[config.mk]
export PLATFORM = sky130hd
export DESIGN_NAME = dual_data_pointer_aux
export DESIGN_NICKNAME = d
export VERILOG_FILES = /design/src/hdl/data_pointer_pkg.sv /design/src/hdl/latch_strobe_gen.sv /design/src/hdl/dual_data_pointer_aux.sv
export SDC_FILE = /design/constraint.sdc
export NUM_CORES = 1
export LEC_CHECK = 0
export CAP_MARGIN = 30
export CORE_MARGIN = 1
export CORE_UTILIZATION = 50
export CTS_BUF_LIST = sky130_fd_sc_hd__clkbuf_4 sky130_fd_sc_hd__clkbuf_8 sky130_fd_sc_hd__clkbuf_16
export CTS_CLUSTER_SIZE = 14
export DETAILED_ROUTE_END_ITERATION = 16
export DONT_BUFFER_PORTS = 1
export PLACE_DENSITY_LB_ADDON = 0.25
export SLEW_MARGIN = 20
export SYNTH_ARGS = -nofsm -noshare
export SYNTH_HDL_FRONTEND = slang
export SYNTH_SLANG_ARGS = --single-unit
[constraint.sdc]
create_clock -name clock -period 3.6 [get_ports clock]
set_input_delay 0.9 -clock clock [delete_from_list [all_inputs] [get_ports clock]]
set_output_delay 0.9 -clock clock [all_outputs]
set_load 0.01 [all_outputs]
[src/hdl/data_pointer_pkg.sv]
package data_pointer_pkg;
	localparam int SFR_EMI_CONTROL = 8'h8e;
	localparam int SFR_POINTER_SELECT = 8'ha2;
	localparam int WORD_BYTES = 4;
	// the two control registers sit at word index, one 32-bit word each
	localparam logic [31:0] ADDR_EMI_CONTROL = 32'(SFR_EMI_CONTROL * WORD_BYTES);
	localparam logic [31:0] ADDR_POINTER_SELECT = 32'(SFR_POINTER_SELECT * WORD_BYTES);
	localparam logic [31:0] ADDR_FIRST_LOW = 32'h00000100;
	localparam logic [31:0] ADDR_FIRST_HIGH = 32'h00000104;
	localparam logic [31:0] ADDR_SECOND_LOW = 32'h00000108;
	localparam logic [31:0] ADDR_SECOND_HIGH = 32'h0000010c;
	localparam logic [31:0] ADDR_CMD = 32'h00000110;
	localparam logic [31:0] ADDR_CMD_OPERAND = 32'h00000114;
	localparam logic [31:0] ADDR_CMD_RESULT = 32'h00000118;
	localparam logic [31:0] ADDR_SEL_LOW = 32'h0000011c;
	localparam logic [31:0] ADDR_SEL_HIGH = 32'h00000120;
	localparam int BIT_LATCH_STROBE_OFF = 0;
	localparam int BIT_POINTER_SELECT = 0;
	localparam int BIT_ZERO_FIXED = 2;
	localparam int BIT_USER_FLAG = 3;
	localparam logic [7:0] RESET_BYTE = 8'h00;
	localparam logic [15:0] RESET_POINTER = 16'h0000;
	localparam logic [15:0] POINTER_STEP = 16'h0001;
	localparam logic [1:0] HTRANS_NONSEQ = 2'h2;
	localparam logic [2:0] CMD_INC_POINTER = 3'h1;
	localparam logic [2:0] CMD_LOAD_POINTER = 3'h2;
	localparam logic [2:0] CMD_CODE_FETCH = 3'h3;
	localparam logic [2:0] CMD_EXT_READ = 3'h4;
	localparam logic [2:0] CMD_EXT_WRITE = 3'h5;
	localparam logic [2:0] CMD_INDIRECT_JUMP = 3'h6;
	localparam logic [2:0] CMD_INC_SELECT = 3'h7;
	localparam int STROBE_PERIOD = 6;
	localparam logic [2:0] STROBE_HIGH = 3'h2;
endpackage

[src/hdl/latch_strobe_gen.sv]
`timescale 1ns/1ps
`default_nettype none
// free-running address latch strobe, two high of every six cycles
module latch_strobe_gen (
	input wire logic clock,
	input wire logic rstn,
	input wire logic latch_strobe_off,
	output logic strobe
);
	typedef struct packed {
		logic [2:0] phase;
		logic strobe;
	} strobe_state_t;
	strobe_state_t s_reg, s_next;
	always_comb begin
		s_next = s_reg;
		// parked at the last phase while off, so the first pulse after release is full width
		if (latch_strobe_off || s_reg.phase == 3'(data_pointer_pkg::STROBE_PERIOD - 1)) begin
			s_next.phase = latch_strobe_off ? 3'(data_pointer_pkg::STROBE_PERIOD - 1) : 3'h0;
		end else begin
			s_next.phase = s_reg.phase + 3'h1;
		end
		// held low while emission reduction is on
		s_next.strobe = !latch_strobe_off && (s_next.phase < data_pointer_pkg::STROBE_HIGH);
	end
	always_ff @(posedge clock or negedge rstn) begin
		if (!rstn) begin
			// start parked so no runt pulse follows reset
			s_reg.phase <= 3'(data_pointer_pkg::STROBE_PERIOD - 1);
			s_reg.strobe <= 1'b0;
		end else begin
			s_reg <= s_next;
		end
	end
	assign strobe = s_reg.strobe;
endmodule
`default_nettype wire

[src/hdl/dual_data_pointer_aux.sv]
// The AHB-Lite slave port was chosen for this implementation.
`timescale 1ns/1ps
`default_nettype none
module dual_data_pointer_aux (
	input wire logic clock,
	input wire logic rstn,
	input wire logic hsel,
	input wire logic [31:0] haddr,
	input wire logic [1:0] htrans,
	input wire logic hwrite,
	input wire logic [2:0] hsize,
	input wire logic [31:0] hwdata,
	input wire logic hready,
	output logic [31:0] hrdata,
	output logic hreadyout,
	output logic hresp,
	input wire logic [7:0] accumulator,
	input wire logic [7:0] ext_read_data,
	input wire logic [7:0] code_read_data,
	output logic latch_strobe,
	output logic [15:0] ext_address,
	output logic ext_read_strobe,
	output logic ext_write_strobe,
	output logic [7:0] ext_write_data,
	output logic code_fetch_strobe,
	output logic [15:0] code_address,
	output logic jump_strobe,
	output logic [15:0] jump_target
);
	typedef struct packed {
		logic [15:0] first_data_pointer;
		logic [15:0] second_data_pointer;
		logic latch_strobe_off;
		logic pointer_select_bit;
		logic general_user_flag;
		logic [15:0] operand;
		logic [7:0] result;
		logic pend_write;
		logic pend_read;
		logic [31:0] pend_addr;
		logic [31:0] hrdata;
		logic [15:0] ext_address;
		logic ext_read_strobe;
		logic ext_write_strobe;
		logic [7:0] ext_write_data;
		logic code_fetch_strobe;
		logic [15:0] code_address;
		logic jump_strobe;
		logic [15:0] jump_target;
		logic capture_ext;
		logic capture_code;
	} state_t;
	state_t s_reg, s_next;
	logic strobe_raw;
	localparam logic [7:0] RESET_IMAGE = data_pointer_pkg::RESET_BYTE;

	function automatic logic [7:0] select_byte(input logic [7:0] value);
		select_byte = value;
		select_byte[data_pointer_pkg::BIT_ZERO_FIXED] = 1'b0;
	endfunction

	function automatic logic [15:0] selected(input state_t st);
		selected = st.pointer_select_bit ? st.second_data_pointer : st.first_data_pointer;
	endfunction

	function automatic logic [7:0] pointer_select_image(input state_t st);
		pointer_select_image = RESET_IMAGE;
		pointer_select_image[data_pointer_pkg::BIT_POINTER_SELECT] = st.pointer_select_bit;
		pointer_select_image[data_pointer_pkg::BIT_USER_FLAG] = st.general_user_flag;
	endfunction

	latch_strobe_gen u_strobe (
		.clock(clock),
		.rstn(rstn),
		.latch_strobe_off(s_reg.latch_strobe_off),
		.strobe(strobe_raw)
	);

	logic [15:0] sel_ptr;
	logic [15:0] acc_wide;
	logic [7:0] incremented;
	logic [15:0] new_ptr;
	logic ptr_write;
	always_comb begin
		s_next = s_reg;
		sel_ptr = selected(s_reg);
		acc_wide = {8'h00, accumulator};
		incremented = 8'h00;
		new_ptr = sel_ptr;
		ptr_write = 1'b0;
		s_next.ext_read_strobe = 1'b0;
		s_next.ext_write_strobe = 1'b0;
		s_next.code_fetch_strobe = 1'b0;
		s_next.jump_strobe = 1'b0;
		s_next.capture_ext = s_reg.ext_read_strobe;
		s_next.capture_code = s_reg.code_fetch_strobe;
		// data arrives one cycle after the strobe
		if (s_reg.capture_ext) begin
			s_next.result = ext_read_data;
		end
		if (s_reg.capture_code) begin
			s_next.result = code_read_data;
		end
		// write data phase of the previous address phase
		if (s_reg.pend_write) begin
			case (s_reg.pend_addr)
				data_pointer_pkg::ADDR_EMI_CONTROL: begin
					s_next.latch_strobe_off = hwdata[data_pointer_pkg::BIT_LATCH_STROBE_OFF];
				end
				data_pointer_pkg::ADDR_POINTER_SELECT: begin
					s_next.pointer_select_bit = hwdata[data_pointer_pkg::BIT_POINTER_SELECT];
					s_next.general_user_flag = hwdata[data_pointer_pkg::BIT_USER_FLAG];
				end
				data_pointer_pkg::ADDR_SEL_LOW: begin
					new_ptr = {sel_ptr[15:8], hwdata[7:0]};
					ptr_write = 1'b1;
				end
				data_pointer_pkg::ADDR_SEL_HIGH: begin
					new_ptr = {hwdata[7:0], sel_ptr[7:0]};
					ptr_write = 1'b1;
				end
				data_pointer_pkg::ADDR_FIRST_LOW: s_next.first_data_pointer[7:0] = hwdata[7:0];
				data_pointer_pkg::ADDR_FIRST_HIGH: s_next.first_data_pointer[15:8] = hwdata[7:0];
				data_pointer_pkg::ADDR_SECOND_LOW: s_next.second_data_pointer[7:0] = hwdata[7:0];
				data_pointer_pkg::ADDR_SECOND_HIGH: s_next.second_data_pointer[15:8] = hwdata[7:0];
				data_pointer_pkg::ADDR_CMD_OPERAND: s_next.operand = hwdata[15:0];
				data_pointer_pkg::ADDR_CMD: begin
					case (hwdata[2:0])
						data_pointer_pkg::CMD_INC_POINTER: begin
							// carry out dropped, no flag touched
							new_ptr = sel_ptr + data_pointer_pkg::POINTER_STEP;
							ptr_write = 1'b1;
						end
						data_pointer_pkg::CMD_LOAD_POINTER: begin
							new_ptr = s_reg.operand;
							ptr_write = 1'b1;
						end
						data_pointer_pkg::CMD_CODE_FETCH: begin
							s_next.code_address = sel_ptr + acc_wide;
							s_next.code_fetch_strobe = 1'b1;
						end
						data_pointer_pkg::CMD_EXT_READ: begin
							s_next.ext_address = sel_ptr;
							s_next.ext_read_strobe = 1'b1;
						end
						data_pointer_pkg::CMD_EXT_WRITE: begin
							s_next.ext_address = sel_ptr;
							s_next.ext_write_data = accumulator;
							s_next.ext_write_strobe = 1'b1;
						end
						data_pointer_pkg::CMD_INDIRECT_JUMP: begin
							s_next.jump_target = sel_ptr + acc_wide;
							s_next.jump_strobe = 1'b1;
						end
						data_pointer_pkg::CMD_INC_SELECT: begin
							// byte increment; always-zero bits 1 and 2 stop the carry before bit 3
							incremented = select_byte(pointer_select_image(s_reg)) + 8'h01;
							s_next.pointer_select_bit = incremented[data_pointer_pkg::BIT_POINTER_SELECT];
							s_next.general_user_flag = incremented[data_pointer_pkg::BIT_USER_FLAG];
						end
						default: begin
						end
					endcase
				end
				default: begin
				end
			endcase
		end
		if (ptr_write) begin
			if (s_reg.pointer_select_bit) begin
				s_next.second_data_pointer = new_ptr;
			end else begin
				s_next.first_data_pointer = new_ptr;
			end
		end
		// read data registered into the data phase
		s_next.pend_write = 1'b0;
		s_next.pend_read = 1'b0;
		if (hsel && hready && htrans == data_pointer_pkg::HTRANS_NONSEQ) begin
			s_next.pend_write = hwrite;
			s_next.pend_read = !hwrite;
			s_next.pend_addr = haddr;
			s_next.hrdata = 32'h00000000;
			case (haddr)
				data_pointer_pkg::ADDR_EMI_CONTROL: s_next.hrdata[data_pointer_pkg::BIT_LATCH_STROBE_OFF] = s_reg.latch_strobe_off;
				data_pointer_pkg::ADDR_POINTER_SELECT: s_next.hrdata[7:0] = select_byte(pointer_select_image(s_reg));
				data_pointer_pkg::ADDR_SEL_LOW: s_next.hrdata[7:0] = sel_ptr[7:0];
				data_pointer_pkg::ADDR_SEL_HIGH: s_next.hrdata[7:0] = sel_ptr[15:8];
				data_pointer_pkg::ADDR_FIRST_LOW: s_next.hrdata[7:0] = s_reg.first_data_pointer[7:0];
				data_pointer_pkg::ADDR_FIRST_HIGH: s_next.hrdata[7:0] = s_reg.first_data_pointer[15:8];
				data_pointer_pkg::ADDR_SECOND_LOW: s_next.hrdata[7:0] = s_reg.second_data_pointer[7:0];
				data_pointer_pkg::ADDR_SECOND_HIGH: s_next.hrdata[7:0] = s_reg.second_data_pointer[15:8];
				data_pointer_pkg::ADDR_CMD_OPERAND: s_next.hrdata[15:0] = s_reg.operand;
				data_pointer_pkg::ADDR_CMD_RESULT: s_next.hrdata[7:0] = s_next.result;
				default: s_next.hrdata = 32'h00000000;
			endcase
		end
	end

	always_ff @(posedge clock or negedge rstn) begin
		if (!rstn) begin
			s_reg <= '0;
		end else begin
			s_reg <= s_next;
		end
	end

	logic strobe_q;
	always_ff @(posedge clock or negedge rstn) begin
		if (!rstn) begin
			strobe_q <= 1'b0;
		end else begin
			strobe_q <= strobe_raw && !s_reg.latch_strobe_off;
		end
	end

	assign latch_strobe = strobe_q;
	assign hrdata = s_reg.hrdata;
	assign hreadyout = 1'b1;
	assign hresp = 1'b0;
	assign ext_address = s_reg.ext_address;
	assign ext_read_strobe = s_reg.ext_read_strobe;
	assign ext_write_strobe = s_reg.ext_write_strobe;
	assign ext_write_data = s_reg.ext_write_data;
	assign code_fetch_strobe = s_reg.code_fetch_strobe;
	assign code_address = s_reg.code_address;
	assign jump_strobe = s_reg.jump_strobe;
	assign jump_target = s_reg.jump_target;
endmodule
`default_nettype wire

=== Word level (Yosys, flattened, before mapping) ===
Index checks and enable logic that the tools add are counted.

* Bits in registers: 175
* Input bits: 98
* Output and inout port bits: 95
* Word-level logic and storage cells: 109

* Add/sub/neg operators: 4
* $lt $le $gt $ge: 1
* Equal/unequal tests: 30
* Muxes and demuxes: 33
* Reductions and logical operators: 18

{| class="wikitable"
|+ Operators with widths
! kind !! number
|-
| == test 32 x 9 -> 1 bit, second input constant || 16
|-
| == test 32 x 10 -> 1 bit, second input constant || 4
|-
| 2-to-1 mux 44 bit || 2
|-
| 2-to-1 mux 16 bit || 5
|-
| 2-to-1 mux 66 bit || 1
|-
| one-hot mux 7 bit (9 select lines) || 1
|-
| 2-to-1 mux 8 bit || 7
|-
| 2-to-1 mux 51 bit || 1
|-
| one-hot mux 16 bit (3 select lines) || 1
|-
| 2-to-1 mux 17 bit || 2
|-
| 2-to-1 mux 32 bit || 1
|-
| one-hot mux 16 bit (2 select lines) || 1
|-
| adder 16 x 1 -> 16 bit, second input constant || 1
|-
| adder 16 x 8 -> 16 bit || 1
|-
| == test 3 bit, second input constant || 5
|-
| AND reduction 3 bit || 5
|-
| one-hot mux 1 bit (10 select lines) || 1
|-
| 2-to-1 mux 9 bit || 1
|-
| == test 3 x 2 -> 1 bit, second input constant || 2
|-
| 2-to-1 mux 3 bit || 2
|-
| OR reduction 2 bit || 3
|-
| adder 4 x 1 -> 4 bit, second input constant || 1
|-
| logical AND 1 bit || 4
|-
| 2-to-1 mux 1 bit || 4
|-
| 12 further kinds || 14
|}

=== Longest topological paths before layout ===
Gate-level depths: netlist of run 1.

* Depth after elaboration: 7
* Mapped depth: 14
* Depth with buffers taken out: 12

=== By module ===
A second synthesis of run 1 with hierarchy kept.

* Cell total of the unflattened synthesis: 996
* Area total of the unflattened synthesis: 10433.8 um2

{| class="wikitable"
|+ By module, submodules not included
! module !! instances !! cells each !! area an instance (um2) !! sequential area each (um2)
|-
| dual_data_pointer_aux || 1 || 979 || 10224.8 || 4279.1
|-
| latch_strobe_gen || 1 || 17 || 209.0 || 102.6
|}

=== Worst setup path after synthesis of run 1 ===
OpenSTA, ideal clock, no wires.

* Kind: register -> register
* Start point: reg s_reg[153] (netlist name)
* End point: reg s_reg, in the netlist code_address[15]
* Library setup time: 0.133 ns
* Arrival: 3.207 ns
* Data required time: 3.467 ns
* Setup slack: 0.260 ns
* Cell stages (with the launch flop): 14
* Period minus slack after synthesis: 3.340 ns
* Path through: dfrtp_1 > clkbuf_1 > buf_1 > clkbuf_1 > mux2i_1 > inv_1 > ha_1 > a21o_1 > a21oi_1 > o21a_1 > o31ai_1 > nand2_1 > xnor2_1 > o21ai_0

* Cells in the longest elaborated chain, start to end: 2

{| class="wikitable"
|+ Ends and longest elaborated chain
! element !! line !! source
|-
| start, declared || dual_data_pointer_aux.sv:53 || <nowiki>state_t s_reg, s_next;</nowiki>
|-
| start signal, assigned || dual_data_pointer_aux.sv:204 || <nowiki>s_reg <= s_next;</nowiki>
|-
| 2-to-1 mux 16 bit || dual_data_pointer_aux.sv:63 || <nowiki>selected = st.pointer_select_bit ? st.second_data_pointer : st.first_data_pointer;</nowiki>
|-
| via sel_ptr[1] || dual_data_pointer_aux.sv:79 || <nowiki>logic [15:0] sel_ptr;</nowiki>
|-
| adder 16 x 8 -> 16 bit || dual_data_pointer_aux.sv:139 || <nowiki>s_next.code_address = sel_ptr + acc_wide;</nowiki>
|}

The timed path passes the listed nets, and every way through them passes these cells.
A chain may end at the register's enable or synchronous reset.

=== Worst setup path after layout of run 1 ===
* Start point: reg s_reg[153] (netlist name)
* End point: reg s_reg, in the netlist code_address[11]

The elaborated chain is that of the path after synthesis.

==> reports/qor.yml, run 1 <==
grt_overflow_total: 0
drc_errors: 0
dp_hpwl_microns: 20390
cap_violations: 0
numClockSinks: 175
postCtsSetupBuffers: 0
synth_cell_types: 75
stdcell_area_sq_um: 10610
grt_max_degree: 176
synthCells: 1129
avgSynthCellArea_sq_um: 9.143
hold_violations: 0
cts_root_buf: "clkbuf_16"
rows: 52
synth_top_area_share: 0.4194
finalClockSkew_ns: 0.01381
fin_nets: 1152
cts_resized: 0
start_kind: "flop"
powerDensity_nw_per_um2: 416.2
path_cells: "mux2i_1 -> inv_1 -> ha_1 -> a21o_1 -> a21oi_1 -> o21a_1 -> o31ai_1 -> buf_4 -> nand2_1 -> xnor2_1 -> o21ai_0"
run_status: "complete, no violations"
cp_slowest_cell: "mux2i_1"
die_w_microns: 145.7
rsz0062_at_grt: "false"
drive_above_1_share: 0.1357
yosysWarnings: 0
die_h_microns: 145.7
antenna_found_initial: 0
clk_pin_slew_worst_paths_ns: 0.07
yosys_register_bits: 175
place.gp.congestion: 1.002
placed_area_sq_um: 10020
viasPerCell: 6.143
tns_ns: 0
synth.largest_area_cell: "dfrtp_1"
endpoint_kind: "flop"
async_flop_share: 1.000
clock_tree.buffer_depth: 2
p_leak_uw: 0.004721
coreArea_sq_um: 20230
area_growth_pct: 2.800
finalCriticalPeriod_ns: 3.156
synthFlopType: "dfrtp_1"
synth_most_common_cell: "nand2_1"
grt_pass1_wl_microns: 44170
maxSlewViolCount: 0
worstPathRequired_ns: 3.91
fin_crit_sh: 0.8767
htree_levels: 4
worstSetupPathType: "reg2reg"
ir_worst_vdd_v: 0.0003185
die-area_sq_um: 21220
nFillCells: 1880
synth_edf_count: 0
maxSlewHeadroom: 0.3226
grt_use_total: 0.2713
ant_nets: 0
cp_num_buf_inv: 2
syn-cell-area_sq_um: 10320
grt_pass1_vias: 7646
setup_violations: 0
worst_slew_pin_slew_ns: 1.016
final_util: 0.5244
io_buffers: 0
synthTopCellsByCount: "nand2_1, dfrtp_1, buf_4, o21ai_0, nor2_1"
critPathMaxFanout: 5
critPathTopFamily: "compound AO/OA/AOI/OAI gates"
worstPathArrival_ns: 3.46
routedWlPerCell_microns: 21.54
hold_class: "in2async"
diodes: 0
drtIter0Drc: 772
ios: 193
largest_register_ffs: 93
synth-seq-area-share: 0.4245
cts_buffers: 17
cts_hold_buffers: 0
wl_microns: 28520
cts_tree: "done"
max_stage_delay_ns: 0.66
clk_latency_ns: 0.44
num_vias: 8133
initial_utilization: 0.5101
drt_pass1_iterations: 6
max_freq_mhz: 316.8
yosys-top-cells-area: "dfrtp_1, nand2_1, buf_4"
==> metrics by stage <==
| stage | cells | setup WS [ns] | power (uW) | hold WS [ns] |
|---|---|---|---|---|
| floorplan | 1145 | 0.2602 | 2487 | 0.4160 |
| global placement | 1293 | 0.3588 | 2548 | 0.4297 |
| CTS | 1324 | 0.4112 | 4438 | 0.1434 |
| detailed placement | 1293 | 0.2796 | 2559 | 0.4337 |
| global route | 1324 | 0.2465 | 4576 | 0.1307 |
| finish | 1324 | 0.4437 | 4416 | 0.1513 |
==> routing by layer <==
| layer | routed length (microns) | vias up | global-route usage | part of all wire |
|---|---|---|---|---|
| met5 | 0 | - | 0 | 0 |
| met4 | 855 | 0 | 0.1053 | 0.030 |
| met3 | 2617 | 62 | 0.06270 | 0.092 |
| met2 | 12490 | 424 | 0.4055 | 0.44 |
| met1 | 12560 | 3945 | 0.3815 | 0.44 |
| li1 | - | 3702 | - | - |
==> worst reg2reg max path, cell delays in order (launching register included) <==
cell,delay (ns)
dfrtp_1,0.54
mux2i_1,0.66
inv_1,0.16
ha_1,0.32
a21o_1,0.10
a21oi_1,0.10
o21a_1,0.20
o31ai_1,0.32
buf_4,0.20
nand2_1,0.07
xnor2_1,0.24
o21ai_0,0.11
==> final timing paths <==
| kind | cells after the start | slack (ns) | startpoint | end |
|---|---|---|---|---|
| max in group asynchronous | 0 | 3.17 | rstn | s_reg[143]$_DFFE_PN0P_ |
| min in group clock | 0 | 0.44 | ext_read_strobe$_DFF_PN0_ | s_reg[1]$_DFF_PN0_ |
| min reg2reg | 0 | 0.44 | ext_read_strobe$_DFF_PN0_ | s_reg[1]$_DFF_PN0_ |
| max | 11 | 0.44 | s_reg[153]$_DFFE_PN0P_ | code_address[11]$_DFFE_PN0P_ |
| min | 0 | 0.15 | rstn | ext_write_data[2]$_DFFE_PN0P_ |
| max reg2reg | 11 | 0.44 | s_reg[153]$_DFFE_PN0P_ | code_address[11]$_DFFE_PN0P_ |
==> report_power, final <==
part / switching (uW) / internal [uW] / leakage, uW
Sequential: 107 / 2060 / 0.00234
Clock: 834 / 1050 / 0.000275
Combinational: 217 / 141 / 0.00211
==> cell usage in the layout (no fill, tap or decap), types with 8 or more instances in the layout <==
cell type and n:
a21oi_1 45, a221oi_1 12, a22oi_1 8, buf_4 28, clkbuf_16 17, conb_1 18, dfrtp_1 173, ha_1 11
inv_1 25, mux2_2 60, mux2i_1 43, nand2_1 214, nand3_1 33, nand3b_1 9, nand4_1 16, nand4b_1 12
nor2_1 66, nor3_1 15, nor4_1 9, o21a_1 9, o21ai_0 68, xnor2_1 15
==> cell families after synthesis <==
| family | Yosys count | synth area share |
|---|---|---|
| compound gates | 207 | 0.1314 |
| xor+xnor | 19 | 0.01612 |
| fa+ha+maj | 12 | 0.01527 |
| buf+inv | 175 | 0.09806 |
| flops | 175 | 0.4245 |
| mux | 103 | 0.1072 |
| other cells | 2 | 0.0007275 |
| simple gates | 436 | 0.2068 |
==> cell type report <==
| class | instances | area [sq um] | area share |
|---|---|---|---|
| Multi-Input combinational cell | 795 | 4994 | 0.4706 |
| Sequential cell | 175 | 4382 | 0.4129 |
| Clock buffer | 18 | 439.2 | 0.04139 |
| Tap cell | 270 | 337.8 | 0.03184 |
| Timing Repair Buffer | 28 | 210.2 | 0.01981 |
| Clock inverter | 13 | 155.1 | 0.01462 |
| Inverter | 25 | 93.84 | 0.008843 |
No activity file was read; power rests on OpenSTA's default activity.
==> run 2: changes to the inputs <==
Settings changed: CELL_PAD_IN_SITES_DETAIL_PLACEMENT set to 2, CELL_PAD_IN_SITES_GLOBAL_PLACEMENT set to 2, CORE_MARGIN 1 to 2, CORE_UTILIZATION 50 to 35.
==> run 2 against run 1 <==
Critical path type unchanged. Critical endpoint is now jump_target[11]$_DFFE_PN0P_. Highest routed layer unchanged. Die area is 46% higher. Combinational power grew 5%. Non-clock buffer count grew 9. Sequential power hardly changed. Via count increased by 0.77%. Critical path depth rose by 1. Register-to-register slack worse by 0.14 ns. Setup slack worse by 0.14 ns.
==> reports/qor.yml, run 2 (synthesis results as in run 1) <==
run_status: "complete, no violations"
finalClockSkew_ns: 0.01286  # -0.0009532 ns
diodes: 0  # unchanged
grt_pass1_vias: 8746  # +14%
endpoint_kind: "flop"
finalCriticalPeriod_ns: 3.292  # +0.1356 ns
ios: 193  # unchanged
powerDensity_nw_per_um2: 415.5  # -0.15%
clk_pin_slew_worst_paths_ns: 0.08  # about the same
tns_ns: 0  # unchanged
setup_violations: 0  # unchanged
grt_use_total: 0.2313  # -0.04006
grt_max_degree: 176  # unchanged
max_freq_mhz: 303.8  # -4.1%
die-area_sq_um: 30880  # +46%
cts_hold_buffers: 0  # unchanged
worstPathRequired_ns: 3.91  # about the same
place.gp.congestion: 0.9207  # -8.1%
multi_input_area_sq_um: 4995  # about the same
cap_violations: 0  # unchanged
layout_common_cells: "nand2_1, dfrtp_1, o21ai_0"
nFillCells: 3217  # +71%
fin_nets: 1161  # +0.78%
postCtsSetupBuffers: 0  # unchanged
ant_nets: 0  # unchanged
drive_above_1_share: 0.1447  # +0.009063
dp_hpwl_microns: 26120  # +28%
cts_buffers: 17  # unchanged
regArea_sq_um: 4382  # unchanged
clk_latency_ns: 0.44  # about the same
drc_errors: 0  # unchanged
cts_tree: "done"
num_vias: 8196  # +0.77%
largest_register_ffs: 93  # unchanged
die_w_microns: 175.7  # +21%
hold_violations: 0  # unchanged
worst_slew_pin_slew_ns: 0.7374  # -0.2787 ns
cts_resized: 0  # unchanged
antenna_found_initial: 0  # unchanged
rows: 62  # +19%
worstSetupPathType: "reg2reg"
maxSlewHeadroom: 0.5039  # +0.1812
ir_worst_vdd_v: 0.0002711  # -15%
wl_microns: 35120  # +23%
grt_overflow_total: 0  # unchanged
layout_commonest_cell: "nand2_1"
clock_tree.buffer_depth: 2  # unchanged
critPathMaxFanout: 6  # +1
die_h_microns: 175.7  # +21%
pre_cts_ws_ns: 0.2114  # -0.06818 ns
drtIter0Drc: 460  # -40%
fin_crit_sh: 0.9144  # +0.03766
viasPerCell: 5.660  # -7.9%
drt_pass1_iterations: 5  # -1
grt_pass1_wl_microns: 54080  # +22%
cts_root_buf: "clkbuf_16"
initial_utilization: 0.3577  # -0.1524
numClockSinks: 175  # unchanged
p_leak_uw: 0.004777  # +1.2%
htree_levels: 4  # unchanged
p_total_uw: 4498  # +1.9%
maxSlewViolCount: 0  # unchanged
coreArea_sq_um: 28860  # +43%
io_buffers: 0  # unchanged
routedWlPerCell_microns: 24.25  # +13%
worstPathArrival_ns: 3.60  # +0.14 ns
hold_class: "in2async"
area_growth_pct: 4.860
rsz0062_at_grt: "false"
start_kind: "flop"
worst_slack_ns: 0.3082  # -0.1356 ns
## run 2: changes by cell type in the layout (fill, tap and decap cells not counted)
cell,delta
and4b_1,-1
clkinvlp_4,-2
inv_8,-2
and4b_2,+1
buf_4,+9
inv_6,+3
clkinv_2,+1
clkbuf_4,+1
## run 2: routing by layer
metal | track usage | routed length, microns
met5 | 0 | 0
met3 | 0.04416 | 1939
met4 | 0.08299 | 986
met2 | 0.3725 | 16520
met1 | 0.3103 | 15680
## run 2: layout make-up
class | count | share of cell area
Timing Repair Buffer | 37 | 0.02566
Multi-Input combinational cell | 795 | 0.4615
Clock buffer | 19 | 0.04127
Sequential cell | 175 | 0.4048
Inverter | 25 | 0.008670
Clock inverter | 13 | 0.01376
Tap cell | 384 | 0.04439
## run 2: final timing paths
kind / from / end / depth (start not counted) / slack (ns)
setup / recovery: s_reg[153]$_DFFE_PN0P_ / jump_target[11]$_DFFE_PN0P_ / 12 / 0.31
hold / removal: rstn / u_strobe.strobe$_DFF_PN0_ / 0 / 0.15
setup reg to reg: s_reg[153]$_DFFE_PN0P_ / jump_target[11]$_DFFE_PN0P_ / 12 / 0.31
hold reg to reg: code_fetch_strobe$_DFF_PN0_ / s_reg[0]$_DFF_PN0_ / 0 / 0.45
max in group asynchronous: rstn / ext_write_data[1]$_DFFE_PN0P_ / 0 / 3.03
min in group clock: code_fetch_strobe$_DFF_PN0_ / s_reg[0]$_DFF_PN0_ / 0 / 0.45
## run 2: metrics by stage
stage               hold WS, ns  std cells  instance area [sq um]    util
global route             0.1235       1448                  10820  0.3751
finish                   0.1453       1448                  10820  0.3751
detailed placement       0.4495       1416                  10230  0.3544
CTS                      0.1262       1448                  10820  0.3751
floorplan                0.4160       1145                  10380       -
global placement         0.4363       1416                  10230  0.3544
## run 2: worst max-delay path, cell delays in order, from the launching register on
cell     delay (ns)
dfrtp_1        0.44
buf_4          0.20
mux2i_1        0.54
inv_1          0.18
ha_1           0.33
a21o_1         0.13
a21oi_1        0.12
o21a_1         0.21
o31ai_1        0.39
buf_4          0.22
nand2_1        0.07
xnor2_1        0.22
o21ai_0        0.11
## run 2: where the power goes
group	internal, uW	total [uW]	leakage, uW	switching [uW]
clock network	1060	1950	0.000285	886
registers	2060	2170	0.00234	109
logic	144	377	0.00215	232
total	3270	4500	0.00478	1230
